==> config.mk <==
export PLATFORM = sky130hd
export DESIGN_NAME = adcf_top
export DESIGN_NICKNAME = d
export VERILOG_FILES = /design/src/rtl/adcf_pkg.sv /design/src/rtl/adcf_top.sv /design/src/rtl/adcf_flag_bank.sv /design/src/rtl/adcf_restart_ctl.sv
export SDC_FILE = /design/constraint.sdc
export NUM_CORES = 1
export LEC_CHECK = 0
export BUFFER_PORTS_ARGS = -buffer_cell sky130_fd_sc_hd__buf_2
export CORE_ASPECT_RATIO = 1.1
export CORE_MARGIN = 2
export CORE_UTILIZATION = 35
export DETAILED_ROUTE_END_ITERATION = 12
export PLACE_DENSITY = 0.71
export SETUP_SLACK_MARGIN = 0.05
export SYNTH_ARGS = -nofsm -noshare
export SYNTH_HDL_FRONTEND = slang
export SYNTH_SLANG_ARGS = --single-unit
==> constraint.sdc <==
create_clock -name CLK_I -period 2.9 [get_ports CLK_I]
set_input_delay 0.29 -clock CLK_I [delete_from_list [all_inputs] [get_ports CLK_I]]
set_output_delay 0.29 -clock CLK_I [all_outputs]
set_load 0.05 [all_outputs]
==> src/rtl/adcf_pkg.sv <==
// Constants and carrier types for the converter flag and overrun control block.
// Assumes a 32-bit AXI4-Lite register bus and a converter core on the same clock.
package adcf_pkg;
    // Printed offsets are register indices; the byte address is four times the index
    localparam logic [7:0] IDX_IRQ_FLAGS = 8'h09;
    localparam logic [7:0] IDX_IE_HIGH = 8'h0A;
    localparam logic [7:0] IDX_IE_LOW = 8'h0B;
    localparam logic [7:0] IDX_CF_HIGH = 8'h0C;
    localparam logic [7:0] IDX_CF_LOW = 8'h0D;
    localparam logic [7:0] IDX_IMD_SEL = 8'h0E;
    localparam logic [7:0] IDX_IMD_IDX = 8'h0F;
    localparam logic [7:0] IDX_CONTROL = 8'h10;
    localparam logic [7:0] IDX_FLOW = 8'h11;
    // Converter interrupt flag bit positions
    localparam int POS_ABORT_DONE = 7;
    localparam int POS_FLAG_OVERRUN = 6;
    // Control register bit positions
    localparam int POS_ENABLE = 0;
    localparam int POS_SOFT_RESET = 1;
    localparam int POS_RESTART_ABORTS = 2;
    localparam int POS_DOUBLE_BUFFER = 3;
    localparam int POS_AUTO_START = 4;
    // Flow register bit positions
    localparam int POS_ABORT_PENDING = 7;
    localparam int POS_START_PENDING = 6;
    localparam int POS_RESTART_PENDING = 5;
    localparam int POS_RELOAD_HELD = 4;
    localparam int POS_START_OVR_ERR = 1;
    localparam int POS_RESTART_HELD = 0;
    // Reset values and AXI response codes
    localparam logic [7:0] RST_CONTROL = 8'h00;
    localparam logic [15:0] RST_IE = 16'h0000;
    localparam logic [1:0] AXI_OKAY = 2'h0;
    localparam logic [1:0] AXI_SLVERR = 2'h2;

    // Per-cycle events from the converter core; all are one-cycle pulses except levels noted
    typedef struct packed {
        logic [15:0] flag_set;      // [15:1] per-conversion flag set, [0] list-end flag set
        logic first_store;          // First result of a command list being stored
        logic abort_req;            // Sequence abort request
        logic abort_hw_lowpower;    // Abort request made by hardware for stop or wait entry
        logic in_last_cmd;          // Level: last command of the list executing
        logic abort_complete;       // Abort event has been executed
        logic restart_req;          // Legal restart request
        logic restart_done;         // Restart event finished
        logic reload_confirm;       // Level: reload-confirm input
        logic start_req;            // Start request via bus or internal interface
        logic hw_start;             // Automatic start made by a restart
        logic start_taken;          // Start request consumed by the sequencer
        logic boundary;             // Conversion boundary reached
        logic sampling;             // Sampling about to begin
    } adcf_core_evt_t;

    typedef struct packed {
        logic list_select;
        logic result_select;
        logic [5:0] result_index;
    } adcf_imd_t;
endpackage

==> src/rtl/adcf_top.sv <==
// Converter flag and overrun control with an AXI4-Lite register slave.
// Assumes core events arrive from logic on CLK_I; no pin inputs need synchronising.
//
// Added by the designer: the AXI4-Lite register port.
`timescale 1ns/10ps
`default_nettype none
module adcf_top (
    input wire logic CLK_I,
    input wire logic RST_N_I,
    input wire logic [7:0] S_AXI_AWADDR_I,
    input wire logic S_AXI_AWVALID_I,
    output logic S_AXI_AWREADY_O,
    input wire logic [31:0] S_AXI_WDATA_I,
    input wire logic [3:0] S_AXI_WSTRB_I,
    input wire logic S_AXI_WVALID_I,
    output logic S_AXI_WREADY_O,
    output logic [1:0] S_AXI_BRESP_O,
    output logic S_AXI_BVALID_O,
    input wire logic S_AXI_BREADY_I,
    input wire logic [7:0] S_AXI_ARADDR_I,
    input wire logic S_AXI_ARVALID_I,
    output logic S_AXI_ARREADY_O,
    output logic [31:0] S_AXI_RDATA_O,
    output logic [1:0] S_AXI_RRESP_O,
    output logic S_AXI_RVALID_O,
    input wire logic S_AXI_RREADY_I,
    input wire adcf_pkg::adcf_core_evt_t CORE_EVT_I,
    input wire adcf_pkg::adcf_imd_t IMD_I,
    output logic CONV_IRQ_O,
    output logic ABORT_PENDING_O,
    output logic START_PENDING_O,
    output logic RESTART_PENDING_O,
    output logic RESTART_RELAUNCH_O,
    output logic HALT_AT_BOUNDARY_O,
    output logic HALT_BEFORE_SAMPLE_O
);
    import adcf_pkg::*;

    ////////////////////////////////////////////////////////////////////////////////
    // Bus slave state

    logic aw_full_reg;
    logic w_full_reg;
    logic [7:0] aw_addr_reg;
    logic [31:0] w_data_reg;
    logic [3:0] w_strb_reg;
    logic bvalid_reg;
    logic [1:0] bresp_reg;
    logic awready_reg;
    logic wready_reg;
    logic arready_reg;
    logic rvalid_reg;
    logic [31:0] rdata_reg;
    logic [1:0] rresp_reg;

    logic aw_take;
    logic w_take;
    logic do_write;
    logic ar_take;
    logic aw_full_next;
    logic w_full_next;
    logic bvalid_next;
    logic rvalid_next;

    function automatic logic [7:0] word_index(input logic [7:0] addr);
        word_index = {2'h0, addr[7:2]};
    endfunction

    function automatic logic mapped(input logic [7:0] idx);
        mapped = (idx >= IDX_IRQ_FLAGS) && (idx <= IDX_FLOW);
    endfunction

    assign aw_take = S_AXI_AWVALID_I & awready_reg;
    assign w_take = S_AXI_WVALID_I & wready_reg;
    assign do_write = aw_full_reg & w_full_reg & ~bvalid_reg;
    assign ar_take = S_AXI_ARVALID_I & arready_reg;
    assign aw_full_next = (aw_full_reg & ~do_write) | aw_take;
    assign w_full_next = (w_full_reg & ~do_write) | w_take;
    assign bvalid_next = (bvalid_reg & ~S_AXI_BREADY_I) | do_write;
    assign rvalid_next = (rvalid_reg & ~S_AXI_RREADY_I) | ar_take;

    ////////////////////////////////////////////////////////////////////////////////
    // Write decode

    logic [7:0] wr_idx;
    logic wr_lane0;
    logic [7:0] wr_byte;
    logic wr_if;
    logic wr_ie_hi;
    logic wr_ie_lo;
    logic wr_cf_hi;
    logic wr_cf_lo;
    logic wr_ctrl;
    logic wr_flow;

    assign wr_idx = word_index(aw_addr_reg);
    assign wr_lane0 = do_write & w_strb_reg[0];
    assign wr_byte = w_data_reg[7:0];
    assign wr_if = wr_lane0 && (wr_idx == IDX_IRQ_FLAGS);
    assign wr_ie_hi = wr_lane0 && (wr_idx == IDX_IE_HIGH);
    assign wr_ie_lo = wr_lane0 && (wr_idx == IDX_IE_LOW);
    assign wr_cf_hi = wr_lane0 && (wr_idx == IDX_CF_HIGH);
    assign wr_cf_lo = wr_lane0 && (wr_idx == IDX_CF_LOW);
    assign wr_ctrl = wr_lane0 && (wr_idx == IDX_CONTROL);
    assign wr_flow = wr_lane0 && (wr_idx == IDX_FLOW);

    ////////////////////////////////////////////////////////////////////////////////
    // Software registers

    logic [7:0] control_reg;
    logic [15:0] ie_reg;
    logic enable;
    logic soft_reset;
    logic flag_clear;
    logic double_buffer;
    logic auto_start;
    logic restart_aborts;

    assign enable = control_reg[POS_ENABLE];
    assign soft_reset = control_reg[POS_SOFT_RESET];
    assign double_buffer = control_reg[POS_DOUBLE_BUFFER];
    assign auto_start = control_reg[POS_AUTO_START];
    assign restart_aborts = control_reg[POS_RESTART_ABORTS];
    // Soft reset is a level; software must write it back to zero to resume
    assign flag_clear = ~enable | soft_reset;

    always_ff @(posedge CLK_I) begin
        if (!RST_N_I) begin
            control_reg <= RST_CONTROL;
            ie_reg <= RST_IE;
        end else begin
            if (wr_ctrl) begin
                control_reg <= {3'h0, wr_byte[4:0]};
            end
            if (wr_ie_hi) begin
                ie_reg[15:8] <= wr_byte;
            end
            if (wr_ie_lo) begin
                ie_reg[7:0] <= wr_byte;
            end
        end
    end

    ////////////////////////////////////////////////////////////////////////////////
    // Conversion flags and overrun detection

    logic [15:0] conv_flags;
    logic [15:0] conv_w1c;
    logic overrun_double;
    logic overrun_single;
    logic flag_overrun;

    assign conv_w1c = {wr_cf_hi ? wr_byte : 8'h00, wr_cf_lo ? wr_byte : 8'h00};
    assign overrun_double = double_buffer & (|(CORE_EVT_I.flag_set & conv_flags));
    // List-end overrun is not reported in single-buffer mode
    assign overrun_single = ~double_buffer & CORE_EVT_I.first_store & (|conv_flags[15:1]);
    assign flag_overrun = overrun_double | overrun_single;

    adcf_flag_bank #(
        .WIDTH(16)
    ) u_conv_flags (
        .clk_i(CLK_I),
        .rst_n_i(RST_N_I),
        .hold_clear_i(flag_clear),
        .set_i(CORE_EVT_I.flag_set),
        .w1c_i(conv_w1c),
        .flags_o(conv_flags)
    );

    ////////////////////////////////////////////////////////////////////////////////
    // Sequence abort

    logic abort_pending_reg;
    logic abort_quiet_reg;
    logic abort_accept;
    logic abort_done_set;

    // A request while one is pending is dropped, so its quiet attribute is not taken
    assign abort_accept = CORE_EVT_I.abort_req & ~abort_pending_reg;
    assign abort_done_set = abort_pending_reg & CORE_EVT_I.abort_complete & ~abort_quiet_reg;

    always_ff @(posedge CLK_I) begin
        if (!RST_N_I) begin
            abort_pending_reg <= 1'b0;
            abort_quiet_reg <= 1'b0;
        end else if (flag_clear) begin
            abort_pending_reg <= 1'b0;
            abort_quiet_reg <= 1'b0;
        end else if (abort_accept) begin
            abort_pending_reg <= 1'b1;
            abort_quiet_reg <= CORE_EVT_I.abort_hw_lowpower
                | (CORE_EVT_I.in_last_cmd & restart_aborts);
        end else if (CORE_EVT_I.abort_complete) begin
            abort_pending_reg <= 1'b0;
        end
    end

    ////////////////////////////////////////////////////////////////////////////////
    // Converter interrupt flags

    logic [7:0] irq_flags;
    logic [7:0] irq_set;
    logic [7:0] irq_w1c;

    assign irq_set = {abort_done_set, flag_overrun, 6'h00};
    assign irq_w1c = wr_if ? {wr_byte[7:6], 6'h00} : 8'h00;

    adcf_flag_bank #(
        .WIDTH(8)
    ) u_irq_flags (
        .clk_i(CLK_I),
        .rst_n_i(RST_N_I),
        .hold_clear_i(flag_clear),
        .set_i(irq_set),
        .w1c_i(irq_w1c),
        .flags_o(irq_flags)
    );

    ////////////////////////////////////////////////////////////////////////////////
    // Restart and start flow

    logic restart_pending;
    logic restart_held;
    logic reload_held;
    logic restart_overrun;
    logic start_pending_reg;
    logic start_err_reg;
    logic halt_boundary_reg;
    logic halt_armed_reg;
    logic halt_sample_reg;
    logic start_overrun;
    logic start_collision;
    logic relaunch_reg;
    logic restart_pending_q;
    logic restart_seen_reg;

    adcf_restart_ctl u_restart (
        .clk_i(CLK_I),
        .rst_n_i(RST_N_I),
        .clear_i(flag_clear),
        .req_i(CORE_EVT_I.restart_req),
        .done_i(CORE_EVT_I.restart_done),
        .reload_i(CORE_EVT_I.reload_confirm),
        .pending_o(restart_pending),
        .held_o(restart_held),
        .reload_held_o(reload_held),
        .overrun_o(restart_overrun)
    );

    // The restart overrun pulse never reaches the start error path
    assign start_overrun = CORE_EVT_I.start_req & start_pending_reg;
    assign start_collision = auto_start & CORE_EVT_I.hw_start & CORE_EVT_I.start_req;

    always_ff @(posedge CLK_I) begin
        if (!RST_N_I || flag_clear) begin
            start_pending_reg <= 1'b0;
            start_err_reg <= 1'b0;
            halt_armed_reg <= 1'b0;
            halt_boundary_reg <= 1'b0;
            halt_sample_reg <= 1'b0;
            relaunch_reg <= 1'b0;
        end else begin
            start_pending_reg <= (start_pending_reg & ~CORE_EVT_I.start_taken)
                | CORE_EVT_I.start_req | CORE_EVT_I.hw_start;
            // Error flag set wins over a write-one clear
            start_err_reg <= (start_err_reg & ~(wr_flow & wr_byte[POS_START_OVR_ERR]))
                | start_overrun | start_collision;
            halt_armed_reg <= (halt_armed_reg & ~CORE_EVT_I.boundary) | start_overrun;
            halt_boundary_reg <= halt_boundary_reg | (halt_armed_reg & CORE_EVT_I.boundary);
            halt_sample_reg <= halt_sample_reg | start_collision;
            relaunch_reg <= ~restart_pending_q & restart_pending & restart_seen_reg;
        end
    end

    // Restart relaunch marker: pending rises again right after an overrun was held
    always_ff @(posedge CLK_I) begin
        if (!RST_N_I) begin
            restart_pending_q <= 1'b0;
            restart_seen_reg <= 1'b0;
        end else begin
            restart_pending_q <= restart_pending;
            restart_seen_reg <= restart_held;
        end
    end

    ////////////////////////////////////////////////////////////////////////////////
    // Read mux

    logic [7:0] rd_idx;
    logic [7:0] rd_byte;
    logic [7:0] flow_status;

    assign rd_idx = word_index(S_AXI_ARADDR_I);
    assign flow_status = {abort_pending_reg, start_pending_reg, restart_pending, reload_held,
        2'h0, start_err_reg, restart_held};
    assign rd_byte = (rd_idx == IDX_IRQ_FLAGS) ? irq_flags :
                     (rd_idx == IDX_IE_HIGH) ? ie_reg[15:8] :
                     (rd_idx == IDX_IE_LOW) ? ie_reg[7:0] :
                     (rd_idx == IDX_CF_HIGH) ? conv_flags[15:8] :
                     (rd_idx == IDX_CF_LOW) ? conv_flags[7:0] :
                     (rd_idx == IDX_IMD_SEL) ? {IMD_I.list_select, IMD_I.result_select, 6'h00} :
                     (rd_idx == IDX_IMD_IDX) ? {2'h0, IMD_I.result_index} :
                     (rd_idx == IDX_CONTROL) ? control_reg :
                     (rd_idx == IDX_FLOW) ? flow_status : 8'h00;

    ////////////////////////////////////////////////////////////////////////////////
    // Bus handshake registers

    always_ff @(posedge CLK_I) begin
        if (!RST_N_I) begin
            aw_full_reg <= 1'b0;
            w_full_reg <= 1'b0;
            aw_addr_reg <= 8'h00;
            w_data_reg <= 32'h0000_0000;
            w_strb_reg <= 4'h0;
            bvalid_reg <= 1'b0;
            bresp_reg <= AXI_OKAY;
            awready_reg <= 1'b0;
            wready_reg <= 1'b0;
            arready_reg <= 1'b0;
            rvalid_reg <= 1'b0;
            rdata_reg <= 32'h0000_0000;
            rresp_reg <= AXI_OKAY;
        end else begin
            aw_full_reg <= aw_full_next;
            w_full_reg <= w_full_next;
            bvalid_reg <= bvalid_next;
            rvalid_reg <= rvalid_next;
            awready_reg <= ~aw_full_next;
            wready_reg <= ~w_full_next;
            arready_reg <= ~rvalid_next;
            if (aw_take) begin
                aw_addr_reg <= S_AXI_AWADDR_I;
            end
            if (w_take) begin
                w_data_reg <= S_AXI_WDATA_I;
                w_strb_reg <= S_AXI_WSTRB_I;
            end
            if (do_write) begin
                bresp_reg <= mapped(wr_idx) ? AXI_OKAY : AXI_SLVERR;
            end
            if (ar_take) begin
                rdata_reg <= {24'h00_0000, rd_byte};
                rresp_reg <= mapped(rd_idx) ? AXI_OKAY : AXI_SLVERR;
            end
        end
    end

    ////////////////////////////////////////////////////////////////////////////////
    // Outputs

    logic conv_irq_reg;

    always_ff @(posedge CLK_I) begin
        if (!RST_N_I) begin
            conv_irq_reg <= 1'b0;
        end else begin
            conv_irq_reg <= |(conv_flags & ie_reg);
        end
    end

    assign S_AXI_AWREADY_O = awready_reg;
    assign S_AXI_WREADY_O = wready_reg;
    assign S_AXI_BVALID_O = bvalid_reg;
    assign S_AXI_BRESP_O = bresp_reg;
    assign S_AXI_ARREADY_O = arready_reg;
    assign S_AXI_RVALID_O = rvalid_reg;
    assign S_AXI_RDATA_O = rdata_reg;
    assign S_AXI_RRESP_O = rresp_reg;
    assign CONV_IRQ_O = conv_irq_reg;
    assign ABORT_PENDING_O = abort_pending_reg;
    assign START_PENDING_O = start_pending_reg;
    assign RESTART_PENDING_O = restart_pending_q;
    assign RESTART_RELAUNCH_O = relaunch_reg;
    assign HALT_AT_BOUNDARY_O = halt_boundary_reg;
    assign HALT_BEFORE_SAMPLE_O = halt_sample_reg;
endmodule
`default_nettype wire

==> src/rtl/adcf_flag_bank.sv <==
// Bank of sticky flags: hardware sets, software clears by writing one.
// Assumes set and write-clear vectors on the same clock as the bank.
`timescale 1ns/10ps
`default_nettype none
module adcf_flag_bank #(
    parameter int WIDTH = 8
) (
    input wire logic clk_i,
    input wire logic rst_n_i,
    input wire logic hold_clear_i,
    input wire logic [WIDTH-1:0] set_i,
    input wire logic [WIDTH-1:0] w1c_i,
    output logic [WIDTH-1:0] flags_o
);
    logic [WIDTH-1:0] flags_reg;
    logic [WIDTH-1:0] flags_next;

    // A set in the same cycle as a write-one clear survives
    assign flags_next = hold_clear_i ? '0 : ((flags_reg & ~w1c_i) | set_i);
    assign flags_o = flags_reg;

    always_ff @(posedge clk_i) begin
        if (!rst_n_i) begin
            flags_reg <= '0;
        end else begin
            flags_reg <= flags_next;
        end
    end
endmodule
`default_nettype wire

==> src/rtl/adcf_restart_ctl.sv <==
// Restart request tracking with one held overrun request and a reload-confirm background bit.
// Assumes request and done pulses from the sequencer on the same clock.
`timescale 1ns/10ps
`default_nettype none
module adcf_restart_ctl (
    input wire logic clk_i,
    input wire logic rst_n_i,
    input wire logic clear_i,
    input wire logic req_i,
    input wire logic done_i,
    input wire logic reload_i,
    output logic pending_o,
    output logic held_o,
    output logic reload_held_o,
    output logic overrun_o
);
    logic pending_reg;
    logic held_reg;
    logic reload_reg;
    logic relaunch_reg;
    logic overrun;
    logic accept;

    // A request in the cycle the restart ends is still counted as overrun and relaunched
    assign overrun = req_i & pending_reg;
    assign accept = req_i & ~pending_reg & ~relaunch_reg;
    assign pending_o = pending_reg;
    assign held_o = held_reg;
    assign reload_held_o = reload_reg;
    assign overrun_o = overrun;

    always_ff @(posedge clk_i) begin
        if (!rst_n_i || clear_i) begin
            pending_reg <= 1'b0;
            held_reg <= 1'b0;
            reload_reg <= 1'b0;
            relaunch_reg <= 1'b0;
        end else begin
            relaunch_reg <= done_i & pending_reg & (held_reg | overrun);
            if (relaunch_reg) begin
                pending_reg <= 1'b1;
                held_reg <= 1'b0;
                reload_reg <= 1'b0;
            end else begin
                pending_reg <= accept | (pending_reg & ~done_i);
                held_reg <= held_reg | overrun;
                reload_reg <= reload_reg | (overrun & reload_i);
            end
        end
    end
endmodule
`default_nettype wire

==> run_results.csv <==
group,metric,value,unit
outcome,outcome,"complete, no violations",
worst_setup_path,critPathMaxFanout,16,
global_routing,grt_antenna_before_repair,0,
worst_setup_path,cp_cell_sequence,"and4bb_2 > and3_1 > nand4b_1 > nand3_1 > o21ai_0",
logic_synthesis,synth_simple_gate_area_share,24.9,%
logic_synthesis,synth_top_cell_area_share,42.2,%
global_routing,gr-total-overflow,0,
logic_synthesis,ys_top_cells_by_area,"dfxtp_1, a21oi_1, nand2_1",
flow_run,drv_cap,0,
floorplan,fp.dieW,107,um
logic_synthesis,synth-compound-area-share,21.5,%
logic_synthesis,syn_area_per_cell,8.30,um^2
sta,fmax,0.495,GHz
power_and_ir_drop,finalPower,2.68,mW
finish,antenna_cells,0,
logic_synthesis,yosysWarnings,0,
sta,fin_crit_sh,69.7,%
sta,whs,0.179,ns
logic_synthesis,synth_top_area_cell,"dfxtp_1",
worst_setup_path,crit_type,"flip-flop to flip-flop",
routing,wl_per_cell,15.9,um
logic_synthesis,synth_top_family_by_area,"simple AND/OR/NAND/NOR gates",
logic_synthesis,synth-adder-area-share,0,%
sta,skew,0.00877,ns
logic_synthesis,synthCells,492,
routing,drc,0,
worst_setup_path,worstPathRequired,3.10,ns
power_and_ir_drop,power_frac_seq,45.7,%
logic_synthesis,ys_ff_latch,86,
routing,antenna_left,0,
floorplan,die_height,117,um
sta,hold_violations,0,
routing,via_per_inst,5.33,
placed_design,gp_congestion,0.961,
routing,initialDrtViolationCount,305,
clock_tree,post_cts_buffers,0,
logic_synthesis,synth_edf_count,0,
finish,drive_gt1_share,20.1,%
power_and_ir_drop,swShare,25.8,%
floorplan,dieArea,0.0125,mm^2
power_and_ir_drop,power_density,560,mW/mm^2
power_and_ir_drop,vdd_ir_drop_max,0.000361,V
min_path,min-delay-path-class,"input port to flip-flop",
sta,finalSetupViolations,0,
power_and_ir_drop,p_sw,0.690,mW
routing,vias,3842,
worst_setup_path,endpoint_kind,"flip-flop",
logic_synthesis,synth_commonest_cells,"dfxtp_1, a21oi_1, nand2_1",
power_and_ir_drop,pwr-share-comb,10.2,%
clock_tree,ctsResizeCount,0,
logic_synthesis,synthMuxAreaShare,2.70,%
clock_tree,cts_root_buf,"clkbuf_16",
power_and_ir_drop,clock_power_share,44.1,%
clock_tree,clkTransAtPathRegs,0.06,ns
global_routing,grt_pass1_vias,3477,
clock_tree,cts_buffer_depth,2,
logic_synthesis,synth_area,0.00408,mm^2
global_routing,grt_max_degree,34,
finish,synthToLayoutAreaGrowth,17.3,%
global_routing,globalRouteTotalUtil,18.3,%
floorplan,rows,41,
clock_tree,cts_made_buffers,9,
logic_synthesis,ys.flop_type,"dfxtp_1",
sta,fin_tns_setup,0,ns
placed_design,io_buffers,85,
floorplan,core,0.0114,mm^2
finish,final_nets,662,
power_and_ir_drop,power.leakage,1.94,nW
worst_setup_path,critPathArrivalTime,2.22,ns
power_and_ir_drop,p_int,1.99,mW
routing,drt_wl_total,11.4,mm
logic_synthesis,yosysSeqAreaShare,42.2,%
sta,rsz0062_at_grt,"no",
clock_tree,htreeDepth,3,
finish,fillers,1168,
worst_setup_path,worstSetupStartpointType,"flip-flop",
clock_tree,cts_hold_repair.buffers,0,
logic_synthesis,synthDistinctLibCells,50,
logic_synthesis,synthXorXnorAreaFrac,0,%
sta,relSlewSlack,49.6,%
sta,period_minus_slack,2.02,ns
logic_synthesis,yosysMostFrequentCell,"dfxtp_1",
logic_synthesis,synth_async_sr_flop_share,0,%
clock_tree,insertion_delay,0.34,ns
floorplan,pin_count,144,
clock_tree,clock_sink_count,86,
routing,firstDrtPassIters,5,
worst_setup_path,max_stage_delay,0.55,ns
global_routing,grt_pass1_wl,17.8,mm
clock_tree,cts_tree,"done",
worst_setup_path,critical-path-slowest-cell,"nand4b_1",
floorplan,start_util,35.7,%
placed_design,hpwlAfterDp,8.58,mm
sta,finalMaxSlewViolations,0,
sta,worst_pin_slew,0.755,ns
cell type report:
class | instances | area (um^2) | share of cell area (%)
timing repair buffer | 88 | 448 | 9.35
sequential | 86 | 1720 | 36.0
inverter | 5 | 18.8 | 0.392
clock inverter | 5 | 57.6 | 1.20
multi-input combinational | 376 | 2100 | 43.9
tap | 150 | 188 | 3.92
clock buffer | 11 | 253 | 5.28
layer usage:
metal,vias up,global-route usage (%),wire length (um)
li1,1880,-,-
met1,1778,24.4,5070
met2,155,29.2,5290
met3,29,4.04,763
met4,0,7.10,325
met5,-,0,0
power by group through the flow:
stage          Combinational (mW)  Sequential, mW  Clock (mW)
2_1_floorplan               0.200            1.27           0
3_3_place_gp                0.269            1.25           0
3_5_place_dp                0.271            1.25           0
4_1_cts                     0.272            1.22        1.20
5_1_grt                     0.294            1.23        1.26
6_report                    0.274            1.23        1.18
layout by cell type (no fill, tap or decap), drive strengths merged, types with 10 or more instances in the layout:
| master | n |
|---|---|
| clkbuf | 11 |
| a21oi | 68 |
| nor2 | 39 |
| nand2 | 59 |
| a22o | 10 |
| nand2b | 10 |
| mux2i | 11 |
| o21ai | 29 |
| buf | 88 |
| a221oi | 12 |
| conb | 26 |
| dfxtp | 86 |
| and2 | 10 |
| nand3 | 41 |
stage by stage:
step	area, um^2	setup slack, ns	util [%]	cells
2_1_floorplan	4180	1.05	-	517
3_3_place_gp	4480	0.932	39.1	705
3_5_place_dp	4480	0.896	39.1	705
4_1_cts	4790	0.889	41.9	721
5_1_grt	4790	0.689	41.9	721
6_report	4790	0.880	41.9	721
path summary, 6_finish.rpt:
kind,start,endpoint,slack [ns],cells after the start
setup / recovery,S_AXI_BVALID_O$_SDFF_PN0_,ie_reg[7]$_SDFFE_PN0P_,0.88,5
hold / removal,CORE_EVT_I[23],u_conv_flags.flags_o[10]$_SDFF_PP0_,0.18,3
hold reg to reg,restart_seen_reg$_SDFF_PN0_,RESTART_RELAUNCH_O$_SDFF_PP0_,0.43,2
setup reg to reg,S_AXI_BVALID_O$_SDFF_PN0_,ie_reg[7]$_SDFFE_PN0P_,0.88,5
worst max-delay path: cells and delay by family, from the launching register on:
kind | cells | cell delay (ns)
AND/OR/NAND/NOR | 4 | 1.42
flip-flops | 1 | 0.36
AO/OA/AOI/OAI | 1 | 0.10
kinds of logic (layout without fill, tap and decap cells):
| family | Yosys count | count (layout) |
|---|---|---|
| simple gates | 196 | 196 |
| compound gates | 143 | 143 |
| flops | 86 | 86 |
| buf+inv | 55 | 109 |
| mux | 11 | 11 |
| other cells | 1 | 26 |
Power figures use the tool's default switching activity.
